`config.mk`:
```
export PLATFORM = sky130hd
export DESIGN_NAME = peak_cancel_stage_config
export DESIGN_NICKNAME = d
export VERILOG_FILES = /design/src/peak_cancel_stage_pkg.sv /design/src/peak_cancel_stage_config.sv
export VERILOG_INCLUDE_DIRS = /design/src /design/src/src
export SDC_FILE = /design/constraint.sdc
export NUM_CORES = 1
export LEC_CHECK = 0
export ABC_CLOCK_PERIOD_IN_PS = 7840
export BUFFER_PORTS_ARGS = -buffer_cell sky130_fd_sc_hd__buf_2
export CELL_PAD_IN_SITES_DETAIL_PLACEMENT = 0
export CELL_PAD_IN_SITES_GLOBAL_PLACEMENT = 1
export CORE_MARGIN = 1.5
export CORE_UTILIZATION = 45
export CTS_CLUSTER_DIAMETER = 120
export CTS_CLUSTER_SIZE = 16
export DETAILED_ROUTE_END_ITERATION = 12
export PLACE_DENSITY_LB_ADDON = 0.1
export RECOVER_POWER = 100
export SLEW_MARGIN = 30
export SYNTH_ARGS = -nofsm -noshare
export SYNTH_HDL_FRONTEND = slang
export SYNTH_SLANG_ARGS = --single-unit
```
`constraint.sdc`:
```
create_clock -name aclk -period 7.84 [get_ports aclk]
set_clock_uncertainty 0.2 [all_clocks]
set_input_delay 0.392 -clock aclk [delete_from_list [all_inputs] [get_ports aclk]]
set_output_delay 0.392 -clock aclk [all_outputs]
set_load 0.01 [all_outputs]
```
`src/peak_cancel_stage_defines.svh`:
```
// register offsets, field widths, reset values for the stage configuration bank
// assumes inclusion by name from the design file and the testbench
`ifndef PEAK_CANCEL_STAGE_DEFINES_SVH
`define PEAK_CANCEL_STAGE_DEFINES_SVH

// printed offsets are register indices; byte address is index times four
`define STAGE1_CANCELER_COUNT_IDX      8'h30
`define STAGE1_DETECT_THRESHOLD_SQ_IDX 8'h31
`define STAGE1_GAIN_THRESHOLD_SQ_IDX   8'h32
`define STAGE1_PULSE_DELAY_IDX         8'h33
`define STAGE2_CANCELER_COUNT_IDX      8'h38
`define STAGE2_DETECT_THRESHOLD_SQ_IDX 8'h39
`define STAGE2_GAIN_THRESHOLD_SQ_IDX   8'h3A
`define STAGE2_PULSE_DELAY_IDX         8'h3B
`define STAGE3_CANCELER_COUNT_IDX      8'h40
`define STAGE3_DETECT_THRESHOLD_SQ_IDX 8'h41
`define STAGE3_GAIN_THRESHOLD_SQ_IDX   8'h42
`define STAGE3_PULSE_DELAY_IDX         8'h43
`define STAGE4_CANCELER_COUNT_IDX      8'h48
// chosen here: stage 4 thresholds/delay, sync selectors, trigger, status
`define STAGE4_DETECT_THRESHOLD_SQ_IDX 8'h49
`define STAGE4_GAIN_THRESHOLD_SQ_IDX   8'h4A
`define STAGE4_PULSE_DELAY_IDX         8'h4B
`define RESOURCE_SYNC_SEL_IDX          8'h1F
`define CANCEL_SYNC_SEL_IDX            8'h1E
`define SOFTWARE_TRIGGER_IDX           8'h1D
`define ACTIVE_STATUS_IDX              8'h1C

`define STAGE_STRIDE     8'h08
`define COUNT_W          4
`define DELAY_W          8
`define THRESH_W         16
`define SEL_W            3
`define COUNT_MAX        4'h8
`define CANCELERS_PER_RAM 3'h4
`define TOTAL_CANCELERS  6'h20
`define REG_RESET        16'h0000
`define TRIG_RESOURCE_BIT 6
`define TRIG_CANCEL_BIT   7
`define AXI_OKAY         2'h0
`define AXI_SLVERR       2'h2

`endif

```
`src/peak_cancel_stage_pkg.sv`:
```
// types shared by the stage configuration bank
// assumes the defines header is on the include path
package peak_cancel_stage_pkg;
   typedef enum logic [2:0] {
      sync_never,
      sync_software_trigger,
      sync_timer,
      sync_input_a,
      sync_input_b,
      sync_always
   } sync_source_t;

   typedef enum {
      wr_idle,
      wr_resp
   } write_state_t;
endpackage

```
`src/peak_cancel_stage_config.sv`:
```
// configuration register bank for four peak detection and cancellation stages
// assumes an AXI4-Lite master on aclk and sync pulses synchronous to aclk
`timescale 1ns/1ps
`include "peak_cancel_stage_defines.svh"

// Summary of operation
// RULE1: each canceler count holds zero to eight canceler RAMs in bits 3:0; the code stores and applies any value 0 to 15
// RULE2: software keeps the sum of the four counts at eight or less
// RULE3: new counts take effect only on the selected resource sync event
// RULE4: each stage has a 16-bit read/write detection threshold-squared value
// RULE5: each stage has a 16-bit read/write gain threshold-squared value
// RULE6: peaks above detect threshold are cut to gain level if a canceler is free
// RULE7: software derives thresholds from average input power as zero decibels
// RULE8: pulse delay in samples sits in bits 7:0, legal five through 255
// RULE9: software sets delay to half of pulse length minus one, less if min-phase
// RULE10: a written delay reaches the delay element only on cancel sync
// RULE11: all stage registers are 16 bits, reset to zero, reserved bits read zero
// RULE12: 32 cancelers are shared four per canceler RAM count unit
// RULE13: resource sync chosen by 3-bit selector; codes six and seven never fire
// RULE14: shadow copies move to active copies in one cycle on the sync event
module peak_cancel_stage_config
   import peak_cancel_stage_pkg::*;
#(
   parameter int STAGES = 4
) (
   input  wire logic                       aclk,            // core clock
   input  wire logic                       aresetn,         // sync reset, low
   input  wire logic [9:0]                 s_axi_awaddr,    // write byte address
   input  wire logic                       s_axi_awvalid,   // write address valid
   output logic                            s_axi_awready,   // write address ready
   input  wire logic [31:0]                s_axi_wdata,     // write data
   input  wire logic [3:0]                 s_axi_wstrb,     // write byte enables
   input  wire logic                       s_axi_wvalid,    // write data valid
   output logic                            s_axi_wready,    // write data ready
   output logic [1:0]                      s_axi_bresp,     // write response
   output logic                            s_axi_bvalid,    // write response valid
   input  wire logic                       s_axi_bready,    // write response ready
   input  wire logic [9:0]                 s_axi_araddr,    // read byte address
   input  wire logic                       s_axi_arvalid,   // read address valid
   output logic                            s_axi_arready,   // read address ready
   output logic [31:0]                     s_axi_rdata,     // read data
   output logic [1:0]                      s_axi_rresp,     // read response
   output logic                            s_axi_rvalid,    // read data valid
   input  wire logic                       s_axi_rready,    // read data ready
   input  wire logic                       timer_sync,      // timer event pulse
   input  wire logic                       sync_a,          // sync input a pulse
   input  wire logic                       sync_b,          // sync input b pulse
   output logic [STAGES*`COUNT_W-1:0]      active_count,    // applied RAM counts
   output logic [STAGES*6-1:0]             active_cancelers,// cancelers per stage
   output logic [STAGES*`DELAY_W-1:0]      active_delay,    // applied pulse delays
   output logic [STAGES*`THRESH_W-1:0]     detect_thresh_sq,// detection thresholds
   output logic [STAGES*`THRESH_W-1:0]     gain_thresh_sq,  // gain targets
   output logic                            resource_sync_pulse, // counts applied
   output logic                            cancel_sync_pulse    // delays applied
);

   logic [`COUNT_W-1:0]  count_shadow_reg  [STAGES];
   logic [`COUNT_W-1:0]  count_active_reg  [STAGES];
   logic [`DELAY_W-1:0]  delay_shadow_reg  [STAGES];
   logic [`DELAY_W-1:0]  delay_active_reg  [STAGES];
   logic [`THRESH_W-1:0] detect_reg        [STAGES];
   logic [`THRESH_W-1:0] gain_reg          [STAGES];
   logic [`SEL_W-1:0]    resource_sel_reg;
   logic [`SEL_W-1:0]    cancel_sel_reg;
   logic                 sw_resource_reg;
   logic                 sw_cancel_reg;
   logic                 aw_held_reg;
   logic [7:0]           aw_idx_reg;
   logic                 w_held_reg;
   logic [31:0]          w_data_reg;
   logic [3:0]           w_strb_reg;
   write_state_t         wr_state_reg;
   logic [31:0]          rdata_next;
   logic                 rmapped_next;
   logic                 wmapped;
   logic                 wr_fire;
   logic                 resource_event;
   logic                 cancel_event;
   logic [7:0]           ar_idx;

   // sync source decode; unknown codes never fire
   function automatic logic sync_hit(input logic [`SEL_W-1:0] sel, input logic sw);
      logic hit;
      hit = 1'b0;
      case (sel)
         sync_never:            hit = 1'b0;
         sync_software_trigger: hit = sw;
         sync_timer:            hit = timer_sync;
         sync_input_a:          hit = sync_a;
         sync_input_b:          hit = sync_b;
         sync_always:           hit = 1'b1;
         default:               hit = 1'b0;
      endcase
      return hit;
   endfunction

   assign resource_event      = sync_hit(resource_sel_reg, sw_resource_reg); // see RULE13
   assign cancel_event        = sync_hit(cancel_sel_reg, sw_cancel_reg);
   assign resource_sync_pulse = resource_event;
   assign cancel_sync_pulse   = cancel_event;

   // write channel: address and data taken in either order, one at a time
   assign s_axi_awready = !aw_held_reg && (wr_state_reg == wr_idle);
   assign s_axi_wready  = !w_held_reg && (wr_state_reg == wr_idle);
   assign wr_fire       = aw_held_reg && w_held_reg && (wr_state_reg == wr_idle);

   always_ff @(posedge aclk) begin
      if (!aresetn) begin
         aw_held_reg <= 1'b0;
         aw_idx_reg  <= 8'h00;
         w_held_reg  <= 1'b0;
         w_data_reg  <= 32'h0000_0000;
         w_strb_reg  <= 4'h0;
      end else begin
         if (s_axi_awvalid && s_axi_awready) begin
            aw_held_reg <= 1'b1;
            aw_idx_reg  <= s_axi_awaddr[9:2];
         end else if (wr_fire) begin
            aw_held_reg <= 1'b0;
         end
         if (s_axi_wvalid && s_axi_wready) begin
            w_held_reg <= 1'b1;
            w_data_reg <= s_axi_wdata;
            w_strb_reg <= s_axi_wstrb;
         end else if (wr_fire) begin
            w_held_reg <= 1'b0;
         end
      end
   end

   always_comb begin
      wmapped = 1'b0;
      case (aw_idx_reg)
         `RESOURCE_SYNC_SEL_IDX, `CANCEL_SYNC_SEL_IDX,
         `SOFTWARE_TRIGGER_IDX, `ACTIVE_STATUS_IDX: wmapped = 1'b1;
         default: begin
            for (int s = 0; s < STAGES; s++) begin
               if (aw_idx_reg[7:2] == 6'(({2'b0, `STAGE1_CANCELER_COUNT_IDX}
                     + s * `STAGE_STRIDE) >> 2)) begin
                  wmapped = 1'b1;
               end
            end
         end
      endcase
   end

   always_ff @(posedge aclk) begin
      if (!aresetn) begin
         wr_state_reg <= wr_idle;
         s_axi_bvalid <= 1'b0;
         s_axi_bresp  <= `AXI_OKAY;
      end else begin
         case (wr_state_reg)
            wr_idle: begin
               if (wr_fire) begin
                  wr_state_reg <= wr_resp;
                  s_axi_bvalid <= 1'b1;
                  s_axi_bresp  <= wmapped ? `AXI_OKAY : `AXI_SLVERR;
               end
            end
            wr_resp: begin
               if (s_axi_bready) begin
                  wr_state_reg <= wr_idle;
                  s_axi_bvalid <= 1'b0;
               end
            end
            default: wr_state_reg <= wr_idle;
         endcase
      end
   end

   // sync selectors and one-cycle software trigger bits
   always_ff @(posedge aclk) begin
      if (!aresetn) begin
         resource_sel_reg <= 3'h0;
         cancel_sel_reg   <= 3'h0;
         sw_resource_reg  <= 1'b0;
         sw_cancel_reg    <= 1'b0;
      end else begin
         sw_resource_reg <= 1'b0;
         sw_cancel_reg   <= 1'b0;
         if (wr_fire && w_strb_reg[0]) begin
            if (aw_idx_reg == `RESOURCE_SYNC_SEL_IDX) begin
               resource_sel_reg <= w_data_reg[`SEL_W-1:0]; // see RULE13
            end
            if (aw_idx_reg == `CANCEL_SYNC_SEL_IDX) begin
               cancel_sel_reg <= w_data_reg[`SEL_W-1:0];
            end
            if (aw_idx_reg == `SOFTWARE_TRIGGER_IDX) begin
               sw_resource_reg <= w_data_reg[`TRIG_RESOURCE_BIT];
               sw_cancel_reg   <= w_data_reg[`TRIG_CANCEL_BIT];
            end
         end
      end
   end

   // per-stage registers, shadow and active copies
   for (genvar g = 0; g < STAGES; g++) begin : stage
      localparam logic [7:0] BASE = 8'(`STAGE1_CANCELER_COUNT_IDX + g * `STAGE_STRIDE);
      localparam logic [7:0] DETECT_IDX = 8'(`STAGE1_DETECT_THRESHOLD_SQ_IDX + g * `STAGE_STRIDE);
      localparam logic [7:0] GAIN_IDX   = 8'(`STAGE1_GAIN_THRESHOLD_SQ_IDX + g * `STAGE_STRIDE);
      localparam logic [7:0] DELAY_IDX  = 8'(`STAGE1_PULSE_DELAY_IDX + g * `STAGE_STRIDE);
      logic                  count_hit;
      logic                  detect_hit;
      logic                  gain_hit;
      logic                  delay_hit;

      // index match only; the strobes qualify the byte lanes below
      assign count_hit  = wr_fire && (aw_idx_reg == BASE);
      assign detect_hit = wr_fire && (aw_idx_reg == DETECT_IDX);
      assign gain_hit   = wr_fire && (aw_idx_reg == GAIN_IDX);
      assign delay_hit  = wr_fire && (aw_idx_reg == DELAY_IDX);

      // reserved upper bits are dropped, not stored
      always_ff @(posedge aclk) begin
         if (!aresetn) begin
            count_shadow_reg[g] <= '0; // see RULE11
         end else if (count_hit && w_strb_reg[0]) begin
            count_shadow_reg[g] <= w_data_reg[`COUNT_W-1:0]; // see RULE1
         end
      end

      always_ff @(posedge aclk) begin
         if (!aresetn) begin
            delay_shadow_reg[g] <= '0;
         end else if (delay_hit && w_strb_reg[0]) begin
            delay_shadow_reg[g] <= w_data_reg[`DELAY_W-1:0]; // see RULE8
         end
      end

      // thresholds take each byte lane on its own strobe
      always_ff @(posedge aclk) begin
         if (!aresetn) begin
            detect_reg[g] <= '0;
         end else if (detect_hit) begin
            if (w_strb_reg[0]) begin
               detect_reg[g][7:0] <= w_data_reg[7:0]; // see RULE4
            end
            if (w_strb_reg[1]) begin
               detect_reg[g][15:8] <= w_data_reg[15:8];
            end
         end
      end

      always_ff @(posedge aclk) begin
         if (!aresetn) begin
            gain_reg[g] <= '0;
         end else if (gain_hit) begin
            if (w_strb_reg[0]) begin
               gain_reg[g][7:0] <= w_data_reg[7:0]; // see RULE5
            end
            if (w_strb_reg[1]) begin
               gain_reg[g][15:8] <= w_data_reg[15:8];
            end
         end
      end

      // old allocation and delay stay in force until their own sync event
      always_ff @(posedge aclk) begin
         if (!aresetn) begin
            count_active_reg[g] <= '0;
            delay_active_reg[g] <= '0;
         end else begin
            if (resource_event) begin
               count_active_reg[g] <= count_shadow_reg[g]; // see RULE3 see RULE14
            end
            if (cancel_event) begin
               delay_active_reg[g] <= delay_shadow_reg[g]; // see RULE10 see RULE14
            end
         end
      end

      // applied counts, cancelers, delays and thresholds driven out to the stage datapath
      assign active_count[g*`COUNT_W +: `COUNT_W]     = count_active_reg[g]; // see RULE6
      assign active_cancelers[g*6 +: 6] =
         6'(count_active_reg[g]) * 6'(`CANCELERS_PER_RAM); // see RULE12
      assign active_delay[g*`DELAY_W +: `DELAY_W]     = delay_active_reg[g];
      assign detect_thresh_sq[g*`THRESH_W +: `THRESH_W] = detect_reg[g]; // see RULE6
      assign gain_thresh_sq[g*`THRESH_W +: `THRESH_W]   = gain_reg[g];
   end

   // read decode; reserved bits read zero, unmapped answers slverr
   assign ar_idx = s_axi_araddr[9:2];

   always_comb begin
      rdata_next   = 32'h0000_0000;
      rmapped_next = 1'b0;
      case (ar_idx)
         `RESOURCE_SYNC_SEL_IDX: begin
            rdata_next   = {29'h0, resource_sel_reg};
            rmapped_next = 1'b1;
         end
         `CANCEL_SYNC_SEL_IDX: begin
            rdata_next   = {29'h0, cancel_sel_reg};
            rmapped_next = 1'b1;
         end
         `SOFTWARE_TRIGGER_IDX: begin
            rmapped_next = 1'b1;
         end
         `ACTIVE_STATUS_IDX: begin
            // applied counts, one nibble per stage
            for (int s = 0; s < STAGES; s++) begin
               rdata_next[s*4 +: 4] = count_active_reg[s];
            end
            rmapped_next = 1'b1;
         end
         default: begin
            for (int s = 0; s < STAGES; s++) begin
               if (ar_idx == 8'(`STAGE1_CANCELER_COUNT_IDX + s * `STAGE_STRIDE)) begin
                  rdata_next   = {28'h0, count_shadow_reg[s]};
                  rmapped_next = 1'b1;
               end
               if (ar_idx == 8'(`STAGE1_DETECT_THRESHOLD_SQ_IDX + s * `STAGE_STRIDE)) begin
                  rdata_next   = {16'h0, detect_reg[s]};
                  rmapped_next = 1'b1;
               end
               if (ar_idx == 8'(`STAGE1_GAIN_THRESHOLD_SQ_IDX + s * `STAGE_STRIDE)) begin
                  rdata_next   = {16'h0, gain_reg[s]};
                  rmapped_next = 1'b1;
               end
               if (ar_idx == 8'(`STAGE1_PULSE_DELAY_IDX + s * `STAGE_STRIDE)) begin
                  rdata_next   = {24'h0, delay_shadow_reg[s]}; // see RULE11
                  rmapped_next = 1'b1;
               end
            end
         end
      endcase
   end

   assign s_axi_arready = !s_axi_rvalid;

   always_ff @(posedge aclk) begin
      if (!aresetn) begin
         s_axi_rvalid <= 1'b0;
         s_axi_rdata  <= 32'h0000_0000;
         s_axi_rresp  <= `AXI_OKAY;
      end else if (s_axi_arvalid && s_axi_arready) begin
         s_axi_rvalid <= 1'b1;
         s_axi_rdata  <= rdata_next;
         s_axi_rresp  <= rmapped_next ? `AXI_OKAY : `AXI_SLVERR;
      end else if (s_axi_rready) begin
         s_axi_rvalid <= 1'b0;
      end
   end

endmodule

```
[Word level (Yosys, flattened, before mapping)]
Memory sizes are Yosys's and may differ from the RTL's.
Index checks and enable logic that the tools add are counted.
Storage, ports and cells
  memories: 6
  RAM bits: 224
  flip-flop bits (word level): 106
Operators by class
  reduce and logical (&&, ||, !) cells: 49
  multiplexer cells: 168
  eq/ne operators: 57
  bitwise gates (word level): 32
Memory list
  detect_reg: words 4, bits a word 16, rd ports 4, clocked after memory_dff 0, write ports 4, line peak_cancel_stage_config.sv:61  | logic [`THRESH_W-1:0] detect_reg [STAGES];
  gain_reg: words 4, bits a word 16, rd ports 4, clocked after memory_dff 0, write ports 4, line peak_cancel_stage_config.sv:62  | logic [`THRESH_W-1:0] gain_reg [STAGES];
  delay_active_reg: words 4, bits a word 8, rd ports 4, clocked after memory_dff 0, write ports 4, line peak_cancel_stage_config.sv:60  | logic [`DELAY_W-1:0] delay_active_reg [STAGES];
  delay_shadow_reg: words 4, bits a word 8, rd ports 4, clocked after memory_dff 0, write ports 4, line peak_cancel_stage_config.sv:59  | logic [`DELAY_W-1:0] delay_shadow_reg [STAGES];
  count_active_reg: words 4, bits a word 4, rd ports 4, clocked after memory_dff 0, write ports 4, line peak_cancel_stage_config.sv:58  | logic [`COUNT_W-1:0] count_active_reg [STAGES];
  count_shadow_reg: words 4, bits a word 4, rd ports 4, clocked after memory_dff 0, write ports 4, line peak_cancel_stage_config.sv:57  | logic [`COUNT_W-1:0] count_shadow_reg [STAGES];
Operators with widths (number)
  $mux W32: 17
  $mux W8: 24
  $eq A8 B6 Y1 const B: 16
  $eq A8 B7 Y1 const B: 16
  $mux W1: 110
  $eq A8 B5 Y1 const B: 8
  $logic_not A32 Y1: 2
  $pmux W16 S4: 1
  $pmux W32 S2: 1
  $mux W4: 9
  $eq A32 B1 Y1 const B: 1
  $logic_and A1 B1 Y1: 32
  $or A1 B1 Y1: 32
  $mux W16: 1
  $eq A3 B2 Y1 const B: 4
  $eq A3 B3 Y1 const B: 4
  $eq A6 B4 Y1 const B: 2
  $eq A6 B5 Y1 const B: 2
  $pmux W1 S5: 2
  $reduce_and A2 Y1: 4
  $reduce_bool A2 Y1: 4
  $reduce_or A4 Y1: 2
  $eq A3 B1 Y1 const B: 2
  $reduce_and A3 Y1: 2
  4 further kinds: 8

[Longest topological paths before layout]
Gate-level depths: netlist (run 1).
  depth in word-level cells: 19
  gate-level depth with buffers: 9
  gate-level depth less buffers: 6

[Worst setup path after synthesis (run 1)]
No wires, ideal clock.
  path type: register -> register
  start: reg s_axi_bvalid (netlist name)
  end: mem delay_shadow_reg[0][0] (netlist bit), enable pin
  data arrival time: 1.921 ns
  cell stages (with the launch flop): 5
  setup slack: 5.335 ns
  path through: dfxtp_1 nand3b_1 nor2_1 nand4_1 o21ai_0
RTL lines (line)
  to (decl): peak_cancel_stage_config.sv:59

[Final worst setup path (run 1)]
  start: in s_axi_araddr[3]
  end: reg s_axi_rdata[14]
Between the ends
  cells in the longest elaborated chain, start to end: 17
  elaborated cells on any way between the ends: 35
  classes of those cells: 19 x eq/ne; 16 x mux
Ends and longest elaborated chain
  from (decl): line peak_cancel_stage_config.sv:38  | input wire logic [9:0] s_axi_araddr,
  $eq A8 B6 Y1: line peak_cancel_stage_config.sv:313  | if (ar_idx == 8'(`STAGE1_DETECT_THRESHOLD_SQ_IDX + s * `STAGE_STRIDE)) begin
  $mux W32: line peak_cancel_stage_config.sv:313
  $mux W32: line peak_cancel_stage_config.sv:317  | if (ar_idx == 8'(`STAGE1_GAIN_THRESHOLD_SQ_IDX + s * `STAGE_STRIDE)) begin
  $mux W32: line peak_cancel_stage_config.sv:321  | if (ar_idx == 8'(`STAGE1_PULSE_DELAY_IDX + s * `STAGE_STRIDE)) begin
  $mux W32: line peak_cancel_stage_config.sv:309  | if (ar_idx == 8'(`STAGE1_CANCELER_COUNT_IDX + s * `STAGE_STRIDE)) begin
  $mux W32: line peak_cancel_stage_config.sv:313
  $mux W32: line peak_cancel_stage_config.sv:317
  $mux W32: line peak_cancel_stage_config.sv:321
  $mux W32: line peak_cancel_stage_config.sv:309
  $mux W32: line peak_cancel_stage_config.sv:313
  $mux W32: line peak_cancel_stage_config.sv:317
  $mux W32: line peak_cancel_stage_config.sv:321
  $mux W32: line peak_cancel_stage_config.sv:309
  $mux W32: line peak_cancel_stage_config.sv:313
  $mux W32: line peak_cancel_stage_config.sv:317
  $mux W32: line peak_cancel_stage_config.sv:321
  $pmux W16 S4 (*): line peak_cancel_stage_config.sv:288  | case (ar_idx)
  to (signal assigned): line peak_cancel_stage_config.sv:339  | s_axi_rdata <= rdata_next;
  to (decl): line peak_cancel_stage_config.sv:41  | output logic [31:0] s_axi_rdata,
Every way passes the cells marked *; elsewhere a longest branch is shown, timed or not.
A chain may end at the register's enable or synchronous reset.

==> impl_summary.log, run 1 <==
INFO  metric drt-wirelength-per-cell = 22.9 um
INFO  metric clock_sink_count = 280
INFO  metric cts_inserted_buffers = 21
INFO  metric hold_path.class = input port to flip-flop
INFO  metric worstPathArrival = 4130 ps
INFO  metric routed_via_density = 5.64
INFO  metric multiInputGateArea = 4810 um2
INFO  metric core-area = 28,900 um2
INFO  metric synth.lib_cells_used.distinct = 61
INFO  metric worstMarginPinSlew = 1710 ps
INFO  metric synthesis.area = 13,300 um2
INFO  metric area.growth.synth_to_final = 14.3%
INFO  metric power.leakage = 5.25 nW
INFO  metric most_common_library_cell_in_the_layout_ignoring_fill_and_taps = clkbuf_1
INFO  metric post_synth_edffs = 224
INFO  metric routed_wl = 42,300 um
INFO  metric syn_avg_cell_area = 10.9 um2
INFO  metric finalPower = 3.01 mW
INFO  metric highest_clock_rate = 0.257 GHz
INFO  metric vdd.ir_drop.worst = 0.000114 V
INFO  metric grt_usage = 27.1%
INFO  metric fin_hold_ws = 184 ps
INFO  metric nets = 1,516
INFO  metric final_cell_mix = 241 x clkbuf_1, 224 x edfxtp_1, 114 x and2_0
INFO  metric gp_congestion = 0.897
INFO  metric ys_seq_area_share = 59.0%
INFO  metric netlist_instances = 1,216
INFO  metric std_cell_rows = 62
INFO  metric antenna_found_initial = 1
INFO  metric clkSlewWorstSetupHoldPaths = 70 ps
INFO  metric unrepaired_setup_endpoints_after_global_routing = false
INFO  metric initial_core_util = 46.1%
INFO  metric drc = 0
INFO  metric die_wd = 175 um
INFO  metric setup.worst_path.class = input port to flip-flop
INFO  metric power_density = 198 nW/um2
INFO  metric io-pin-count = 309
INFO  metric drt_first_pass_iters = 5
INFO  metric setup_total_negative_slack = 0 ps
INFO  metric cts_tree = yes
INFO  metric cp_max_fo = 66
INFO  metric report.final.setup_viol = 0
INFO  metric clock_tree.htree_level_count = 1
INFO  metric worst_slew_margin_rel = -14.2%
INFO  metric grt_start_max_net_pins = 90
INFO  metric worstPathRequired = 8080 ps
INFO  metric failed_checks = capacitance limit, slew limit
INFO  metric grt_first_pass_wirelength = 61,300 um
INFO  metric nature_of_the_critical_path_endpoint = flip-flop
INFO  metric regArea = 7850 um2
INFO  metric place.port_buffers = 260
INFO  metric cap_violations = 6
INFO  metric dr.first_iter.drc_count = 1,101
INFO  metric postRouteAntennaNets = 0
INFO  metric layout_min_cycle_time = 3890 ps
INFO  metric clockRootBuffer = clkbuf_16
INFO  metric ys_ff_latch = 280
INFO  metric hpwl = 29,900 um
INFO  metric layout.core_utilization = 52.7%
INFO  metric final-max-slew-violation-count = 102
INFO  metric die-height = 175 um
INFO  metric ctsLongestPathBuffers = 3
INFO  metric globalRoute.totalOverflow = 0
INFO  metric critPathLaunchType = input port
INFO  metric grt_pass1_vias = 9,692
INFO  metric fillers = 2,742
INFO  metric period_utilisation_layout = 49.7%
INFO  metric antenna_cells_inserted = 0
INFO  metric status = complete, but fails checks
INFO  metric insertion_delay = 520 ps
INFO  metric synth-warning-count = 0
INFO  metric synth_async_sr_flop_share = 0%
INFO  metric vias = 10,400
INFO  metric die_area = 30,600 um2
INFO  metric synth_ff_type = edfxtp_1
INFO  metric drive_gt1_share = 6.01%
INFO  metric report.final.hold_viol_count = 0
==> cell families (layout without fill, tap and decap cells) <==
logic type,Yosys count,count (layout),share of synthesized area (%)
other,1,26,0.0282
DFF,280,280,59.0
buffers and inverters,134,357,5.37
muxes,22,22,1.76
AOI/OAI and AO/OA,285,285,13.6
and+or+nand+nor,494,494,20.2
==> repair_timing <==
| item | in CTS | in global routing |
|---|---|---|
| buffers inserted | 0 | 0 |
| hold buffers | 29 | 0 |
| setup endpoints to repair | 0 | 0 |
| endpoints found under the hold margin | 28 | 0 |
| gates resized for setup | 0 | 0 |
==> synthesized netlist by cell type, types with 8 or more instances <==
master      n  area (um2)
edfxtp_1  224        6730
and2_1    203        1270
nand2_1   103         387
a21oi_1    87         435
o21ai_0    72         360
nor2_1     70         263
dfxtp_1    56        1120
clkbuf_1   49         184
buf_4      45         338
nor3_1     38         190
a21boi_0   29         218
nor2b_1    28         175
buf_2      22         110
mux2i_1    20         200
a21o_1     15         113
inv_1      13        48.8
a221oi_1   11        96.3
o32ai_1    11        96.3
a22oi_1    10        75.1
nand2b_1   10        62.6
nand3_1    10        50.1
a222oi_1    8        80.1
==> routing by layer <==
metal  vias to the layer above  global-route usage (%)  share of wire (%)  wire length (um)
met1                      5044                    40.0                 44             18500
met4                         0                    6.91                2.2               948
met5                         -                       0                  0                 0
met3                        60                    3.70                8.9              3750
met2                       563                    42.2                 45             19100
li1                       4752                       -                  -                 -
==> metrics by stage <==
step           instances  setup slack, ps  instance area (um2)
3_3_place_gp        1782             4630                14600
5_1_grt             1848             3730                15200
3_5_place_dp        1782             4630                14700
4_1_cts             1848             4740                15500
2_1_floorplan       1241             5340                13400
6_report            1848             3950                15200
==> where the power goes <==
group          switching, mW  internal [mW]
clock                  0.512          0.507
sequential            0.0654           1.66
combinational          0.183         0.0829
==> path summary, 6_finish.rpt <==
path | slack (ps) | cells after the start | to | startpoint
worst max register to register | 4300 | 4 | delay_shadow_reg[2][3] | aw_idx_reg[7]
worst max-delay path | 3950 | 8 | s_axi_rdata[14] | s_axi_araddr[3]
worst min-delay path | 180 | 4 | aw_idx_reg[0] | s_axi_awvalid
worst min register to register | 270 | 2 | w_data_reg[7] | w_data_reg[7]
==> worst max-delay path, cell delays in order <==
cell	delay, ps
buf_2	70
buf_4	580
nor2b_1	750
clkbuf_1	1230
a222oi_1	290
o32ai_1	390
o21ai_0	180
a21oi_1	150
==> cell type report <==
class                   instances  share of cell area [%]
flip-flops and latches        280                    51.6
inverters                      14                   0.346
well taps                     384                    3.16
clock inverters                 1                  0.0576
repair buffers                306                    9.32
multi-input cells             827                    31.7
clock buffers                  36                    3.83
(Power assumes the default switching activity.)
==> run 2, diff against run 1 <==
ABC_AREA = 1   (was unset)
ABC_CLOCK_PERIOD_IN_PS = 3800   (was 7840)
CORE_UTILIZATION = 40   (was 45)
clock period = 3.8 ns   (was 7.84 ns; I/O delays follow)
==> run 2 against run 1 <==
  * The flow still finishes with violations (capacitance limit, slew limit)
  * Cell area shrank 4.9%
  * Final cell count grew 7.3%
  * Sequential power grew 100%
  * Critical endpoint is now delay_active_reg[3][0]
  * Largest power group unchanged
==> impl_summary.log, run 2 <==
INFO  metric status = complete, but fails checks
INFO  metric failed_checks = capacitance limit, slew limit
INFO  metric power.leakage = 5.53 nW
INFO  metric ctsLongestPathBuffers = 3
INFO  metric worstRegToRegCells = 5
INFO  metric synth.lib_cells_used.distinct = 34
INFO  metric antenna_found_initial = 3
INFO  metric area.growth.synth_to_final = 16.3%
INFO  metric synth_top_area_share = 54.1%
INFO  metric ys_ff_latch = 280
INFO  metric highest_clock_rate = 0.366 GHz
INFO  metric fin_hold_ws = 36.5 ps
INFO  metric insertion_delay = 530 ps
INFO  metric vdd.ir_drop.worst = 0.000280 V
INFO  metric drive_gt1_share = 5.93%
INFO  metric synth_ff_type = edfxtp_1
INFO  metric unrepaired_setup_endpoints_after_global_routing = false
INFO  metric grt_first_pass_wirelength = 53,800 um
INFO  metric cts_inserted_buffers = 21
INFO  metric nature_of_the_critical_path_endpoint = flip-flop
INFO  metric die_wd = 179 um
INFO  metric cap_violations = 1
INFO  metric report.final.setup_viol = 0
INFO  metric ys_seq_area_share = 63.1%
INFO  metric clock_sink_count = 280
INFO  metric grt_pass1_vias = 9,157
INFO  metric synth-simple-area-share = 22.0%
INFO  metric regArea = 7850 um2
INFO  metric core-area = 30,600 um2
INFO  metric nets = 1,637
INFO  metric dr.first_iter.drc_count = 668
INFO  metric setup_total_negative_slack = 0 ps
INFO  metric routed_via_density = 4.92
INFO  metric synth_async_sr_flop_share = 0%
INFO  metric post-synth-top-area-cell = edfxtp_1
INFO  metric clock_tree.htree_level_count = 1
INFO  metric drt_first_pass_iters = 5
INFO  metric cts_tree = yes
INFO  metric grt_usage = 22.6%
INFO  metric initial_core_util = 40.6%
INFO  metric post_synth_edffs = 224
INFO  metric vias = 9,758
INFO  metric worstPathRequired = 3720 ps
INFO  metric worstPathArrival = 2650 ps
INFO  metric synth_area_leaders = edfxtp_1 54%, nor2_1 9.2%, dfxtp_1 9.0%, nand2_1 6.8%, inv_1 3.6%
INFO  metric synthesis.area = 12,400 um2
INFO  metric synth_xor_area_share = 0%
INFO  metric layout.core_utilization = 47.3%
INFO  metric final-max-slew-violation-count = 33
INFO  metric hpwl = 28,000 um
INFO  metric synthMuxAreaShare = 0%
INFO  metric final_cell_mix = 308 x nor2_1, 235 x clkbuf_1, 227 x nand2_1
INFO  metric synth_adder_area_share = 0%
INFO  metric synthMostInstantiatedCell = nor2_1
INFO  metric layout_min_cycle_time = 2730 ps
INFO  metric period_utilisation_layout = 72.0%
INFO  metric globalRoute.totalOverflow = 0
INFO  metric gp_congestion = 0.900
INFO  metric critPathLaunchType = flip-flop
INFO  metric drc = 0
INFO  metric drt-wirelength-per-cell = 18.7 um
INFO  metric min_path_cells = 3
INFO  metric postRouteAntennaNets = 0
INFO  metric clockRootBuffer = clkbuf_16
INFO  metric synth-compound-area-share = 6.46%
INFO  metric synth-warning-count = 0
INFO  metric most_common_library_cell_in_the_layout_ignoring_fill_and_taps = nor2_1
INFO  metric die-height = 179 um
INFO  metric routed_wl = 37,100 um
INFO  metric netlist_instances = 1,314
INFO  metric worst_slew_margin_rel = -26.6%
INFO  metric worstMarginPinSlew = 1900 ps
INFO  metric setup.worst_path.class = flip-flop to flip-flop
INFO  metric io-pin-count = 309
INFO  metric multiInputGateArea = 3630 um2
INFO  metric fillers = 3,161
INFO  metric synth.cells.most_frequent = 304 x nor2_1, 226 x nand2_1, 224 x edfxtp_1, 119 x inv_1, 80 x nand3_1
INFO  metric grt_start_max_net_pins = 53
INFO  metric die_area = 32,100 um2
INFO  metric report.final.hold_viol_count = 0
INFO  metric place.port_buffers = 260
INFO  metric clkSlewWorstSetupHoldPaths = 70 ps
INFO  metric cp_max_fo = 32
INFO  metric main_combinational_cell_family_by_area_after_synthesis = simple AND/OR/NAND/NOR gates
INFO  metric syn_avg_cell_area = 9.46 um2
INFO  metric hold_path.class = input port to flip-flop
INFO  metric power_density = 422 nW/um2
INFO  metric std_cell_rows = 64
INFO  metric finalPower = 6.10 mW
[run 2: cell types whose count changed after synthesis, sizes merged, moves of 23 or more]
cell	change
a21boi	-29
a21oi	-31
and2	-203
inv	+116
nand2	+125
nand3	+72
nor2	+237
nor2b	-28
nor3	-23
[run 2: cell type report]
cell class	count	area share, %
clock buffers	35	4.00
inverters	142	3.69
repair buffers	296	9.39
clock inverters	2	0.121
multi-input cells	830	25.1
diodes	1	0.0173
well taps	396	3.43
flip-flops and latches	280	54.3
[run 2: cell families after synthesis]
kind of cell,count (synthesis)
AO/OA/AOI/OAI,140
other,1
AND/OR/NAND/NOR,664
flip-flops,280
buffers and inverters,229
[run 2: routing by layer]
layer	GRT usage, %	wire length (um)	vias up
li1	-	-	4792
met1	31.7	16800	4604
met2	37.1	17300	308
met3	3.22	2210	50
met4	5.13	719	4
met5	0	23	-
[run 2: path summary, 6_finish.rpt]
path,startpoint,slack [ps],to
setup / recovery,cancel_sel_reg[0],1070,delay_active_reg[3][0]
hold / removal,s_axi_awvalid,40,aw_idx_reg[2]
setup reg to reg,cancel_sel_reg[0],1070,delay_active_reg[3][0]
hold reg to reg,s_axi_rdata[0],270,s_axi_rdata[0]
[run 2: timing repair]
item | CTS | global route
gates resized for setup | 0 | 0
hold buffers | 28 | 0
endpoints found under the hold margin | 28 | 0
setup buffers | 0 | 0
[run 2: metrics by stage]
stage / cells / cell area, um2 / worst slack (ps)
2_1_floorplan: 1339 / 12500 / 1200
3_3_place_gp: 1916 / 13900 / 1180
3_5_place_dp: 1916 / 13900 / 1150
4_1_cts: 1981 / 14800 / 1380
5_1_grt: 1982 / 14500 / 836
6_report: 1982 / 14500 / 1070
[run 2: power breakdown]
part / switching [mW] / internal [mW]
Sequential: 0.0817 / 3.42
Clock: 1.07 / 1.05
Combinational: 0.360 / 0.124
Total: 1.51 / 4.59
[run 2: worst max-delay path, stage by stage (launching register included)]
cell	delay, ps
dfxtp_1	370
inv_1	90
nand2_1	70
o211ai_1	100
nand3_1	100
clkbuf_1	1360
==> run 3, diff against run 2 <==
ABC_AREA = 0   (was 1)
ABC_CLOCK_PERIOD_IN_PS = 2300   (was 3800)
CORE_UTILIZATION = 38   (was 40)
clock period = 2.3 ns   (was 3.8 ns; I/O delays follow)
==> run 3 against run 2 <==
  * The flow finishes with violations (hold timing)
  * Sequential power rose by 67%
  * Critical path depth rose by 1
  * Fmax rose by 24%
  * Setup slack got worse by 960 ps
  * Global-route usage rose by 2.1 points
  * Sequential cell count did not move
  * Register-to-register slack got worse by 960 ps
  * Largest power group unchanged
  * Highest routed layer is now met4
==> impl_summary.log, run 3 (synthesis results as in run 1) <==
INFO  metric die_wd = 190 um
INFO  metric layout_min_cycle_time = 2200 ps
INFO  metric power.share.clock = 33.6%
INFO  metric core-area = 34,500 um2
INFO  metric worstMarginPinSlew = 832 ps
INFO  metric postRouteAntennaNets = 0
INFO  metric cts_inserted_buffers = 21
INFO  metric power_density = 643 nW/um2
INFO  metric regArea = 7850 um2
INFO  metric die_area = 36,100 um2
INFO  metric critPathLaunchType = flip-flop
INFO  metric grt_usage = 24.7%
INFO  metric cap_violations = 0
INFO  metric status = complete, but fails checks
INFO  metric cell_internal_power_dissipation = 7.75 mW
INFO  metric routed_via_density = 5.20
INFO  metric unrepaired_setup_endpoints_after_global_routing = false
INFO  metric fin_hold_ws = -34.4 ps
INFO  metric clock_tree.htree_level_count = 1
INFO  metric multiInputGateArea = 4860 um2
INFO  metric final-max-slew-violation-count = 0
INFO  metric hold_path.class = input port to flip-flop
INFO  metric clockRootBuffer = clkbuf_16
INFO  metric clock_sink_count = 280
INFO  metric most_common_library_cell_in_the_layout_ignoring_fill_and_taps = clkbuf_1
INFO  metric grt_start_max_net_pins = 66
INFO  metric detailedPlace.worstSlack = -101 ps
INFO  metric io-pin-count = 309
INFO  metric setup_total_negative_slack = 0 ps
INFO  metric grt_pass1_vias = 10,100
INFO  metric setup.worst_path.class = flip-flop to flip-flop
INFO  metric hpwl = 33,600 um
INFO  metric insertion_delay = 520 ps
INFO  metric worstPathArrival = 2210 ps
INFO  metric p_comb_share = 10.3%
INFO  metric report.final.hold_viol_count = 12
INFO  metric nets = 1,626
INFO  metric worstPathRequired = 2320 ps
INFO  metric drive_gt1_share = 12.2%
INFO  metric drt-wirelength-per-cell = 22.4 um
INFO  metric dpl_cell_area = 15,500 um2
INFO  metric p_seq_share = 56.0%
INFO  metric report.final.setup_viol = 0
INFO  metric highest_clock_rate = 0.455 GHz
INFO  metric std_cell_rows = 68
INFO  metric period_utilisation_layout = 95.6%
INFO  metric power.leakage = 5.78 nW
INFO  metric vias = 10,600
INFO  metric power.share.switching = 25.7%
INFO  metric nature_of_the_critical_path_endpoint = flip-flop
INFO  metric power.net_switching = 2.67 mW
INFO  metric final_cell_mix = 242 x clkbuf_1, 224 x edfxtp_1, 106 x and2_0
INFO  metric gp_congestion = 0.878
INFO  metric area.growth.synth_to_final = 22.0%
INFO  metric failed_checks = hold timing
INFO  metric finish.cell_count_without_fillers = 2,029
INFO  metric drc = 0
INFO  metric clkSlewWorstSetupHoldPaths = 80 ps
INFO  metric routed_wl = 45,500 um
INFO  metric cp_max_fo = 8
INFO  metric ctsLongestPathBuffers = 3
INFO  metric initial_core_util = 38.6%
INFO  metric globalRoute.totalOverflow = 0
INFO  metric fillers = 3,391
INFO  metric antenna_found_initial = 0
INFO  metric finalPower = 10.4 mW
INFO  metric worst_slew_margin_rel = 44.5%
INFO  metric count_of_placed_standard_cells_including_taps = 1,945
INFO  metric cts_tree = yes
INFO  metric vdd.ir_drop.worst = 0.000402 V
INFO  metric dr.first_iter.drc_count = 913
INFO  metric drt_first_pass_iters = 5
INFO  metric place.port_buffers = 260
INFO  metric design_area = 16,200 um2
INFO  metric grt_first_pass_wirelength = 65,500 um
INFO  metric worst_slack = 101 ps
INFO  metric die-height = 190 um
## run 3: changes by cell type in the layout (fill, tap and decap cells not counted), moves of 22 or more
cell,previous run,this run
clkbuf_2,0,22
inv_1,120,13
a21boi_0,0,29
nand3_1,80,10
buf_4,5,61
a21oi_1,56,87
nand2_1,227,101
nor2_1,308,67
nor3_1,16,38
and2_0,0,106
nor2b_1,0,26
and2_1,0,97
## run 3: power groups by stage
| stage | clock [mW] | combinational [mW] | sequential, mW |
|---|---|---|---|
| 2_1_floorplan | 0 | 0.537 | 5.92 |
| 3_3_place_gp | 0 | 1.06 | 5.95 |
| 3_5_place_dp | 0 | 1.06 | 5.95 |
| 4_1_cts | 3.57 | 1.13 | 5.83 |
| 5_1_grt | 3.78 | 1.17 | 5.86 |
| 6_report | 3.51 | 1.08 | 5.84 |
## run 3: stage by stage
stage               utilization (%)  hold slack (ps)
finish                         47.1            -34.4
global route                   47.1             28.7
CTS                            48.1            0.621
detailed placement             45.1              168
global placement               45.1              163
floorplan                         -             52.8
## run 3: worst paths after layout
| kind | start | endpoint | slack (ps) | cells after the start |
|---|---|---|---|---|
| worst max-delay path | aw_idx_reg[7] | gain_reg[3][4] | 100 | 6 |
| worst min-delay path | s_axi_wvalid | w_data_reg[6] | -30 | 4 |
| worst max register to register | aw_idx_reg[7] | gain_reg[3][4] | 100 | 6 |
| worst min register to register | w_data_reg[7] | w_data_reg[7] | 270 | 2 |
## run 3: worst max-delay path: stages (launching register included)
cell and delay, ps:
dfxtp_1 330, or4b_4 560, nor2_4 190, buf_4 150, nand2_2 80, o21ai_1 150
clkbuf_4 240
## run 3: per-layer routing
| layer | GRT usage (%) | up-vias | share of wire, % |
|---|---|---|---|
| met1 | 36.3 | 5089 | 47 |
| met4 | 5.98 | 0 | 2.3 |
| li1 | - | 4973 | - |
| met2 | 38.1 | 432 | 44 |
| met5 | 0 | - | 0 |
| met3 | 3.97 | 63 | 7.2 |
## run 3: what timing repair did
item | in CTS | in global routing
setup buffers | 0 | 1
gates resized for setup | 0 | 8
hold buffers | 46 | 0
endpoints found under the setup margin | 0 | 78
hold endpoints to repair | 47 | 0
## run 3: final cells by class
class / count / area share [%]
Tap cell: 455 / 3.51
Timing Repair Buffer: 416 / 14.2
Clock buffer: 35 / 3.56
Clock inverter: 1 / 0.0540
Sequential cell: 280 / 48.4
Inverter: 14 / 0.324
Multi-Input combinational cell: 827 / 29.9
Antenna cell: 1 / 0.0154
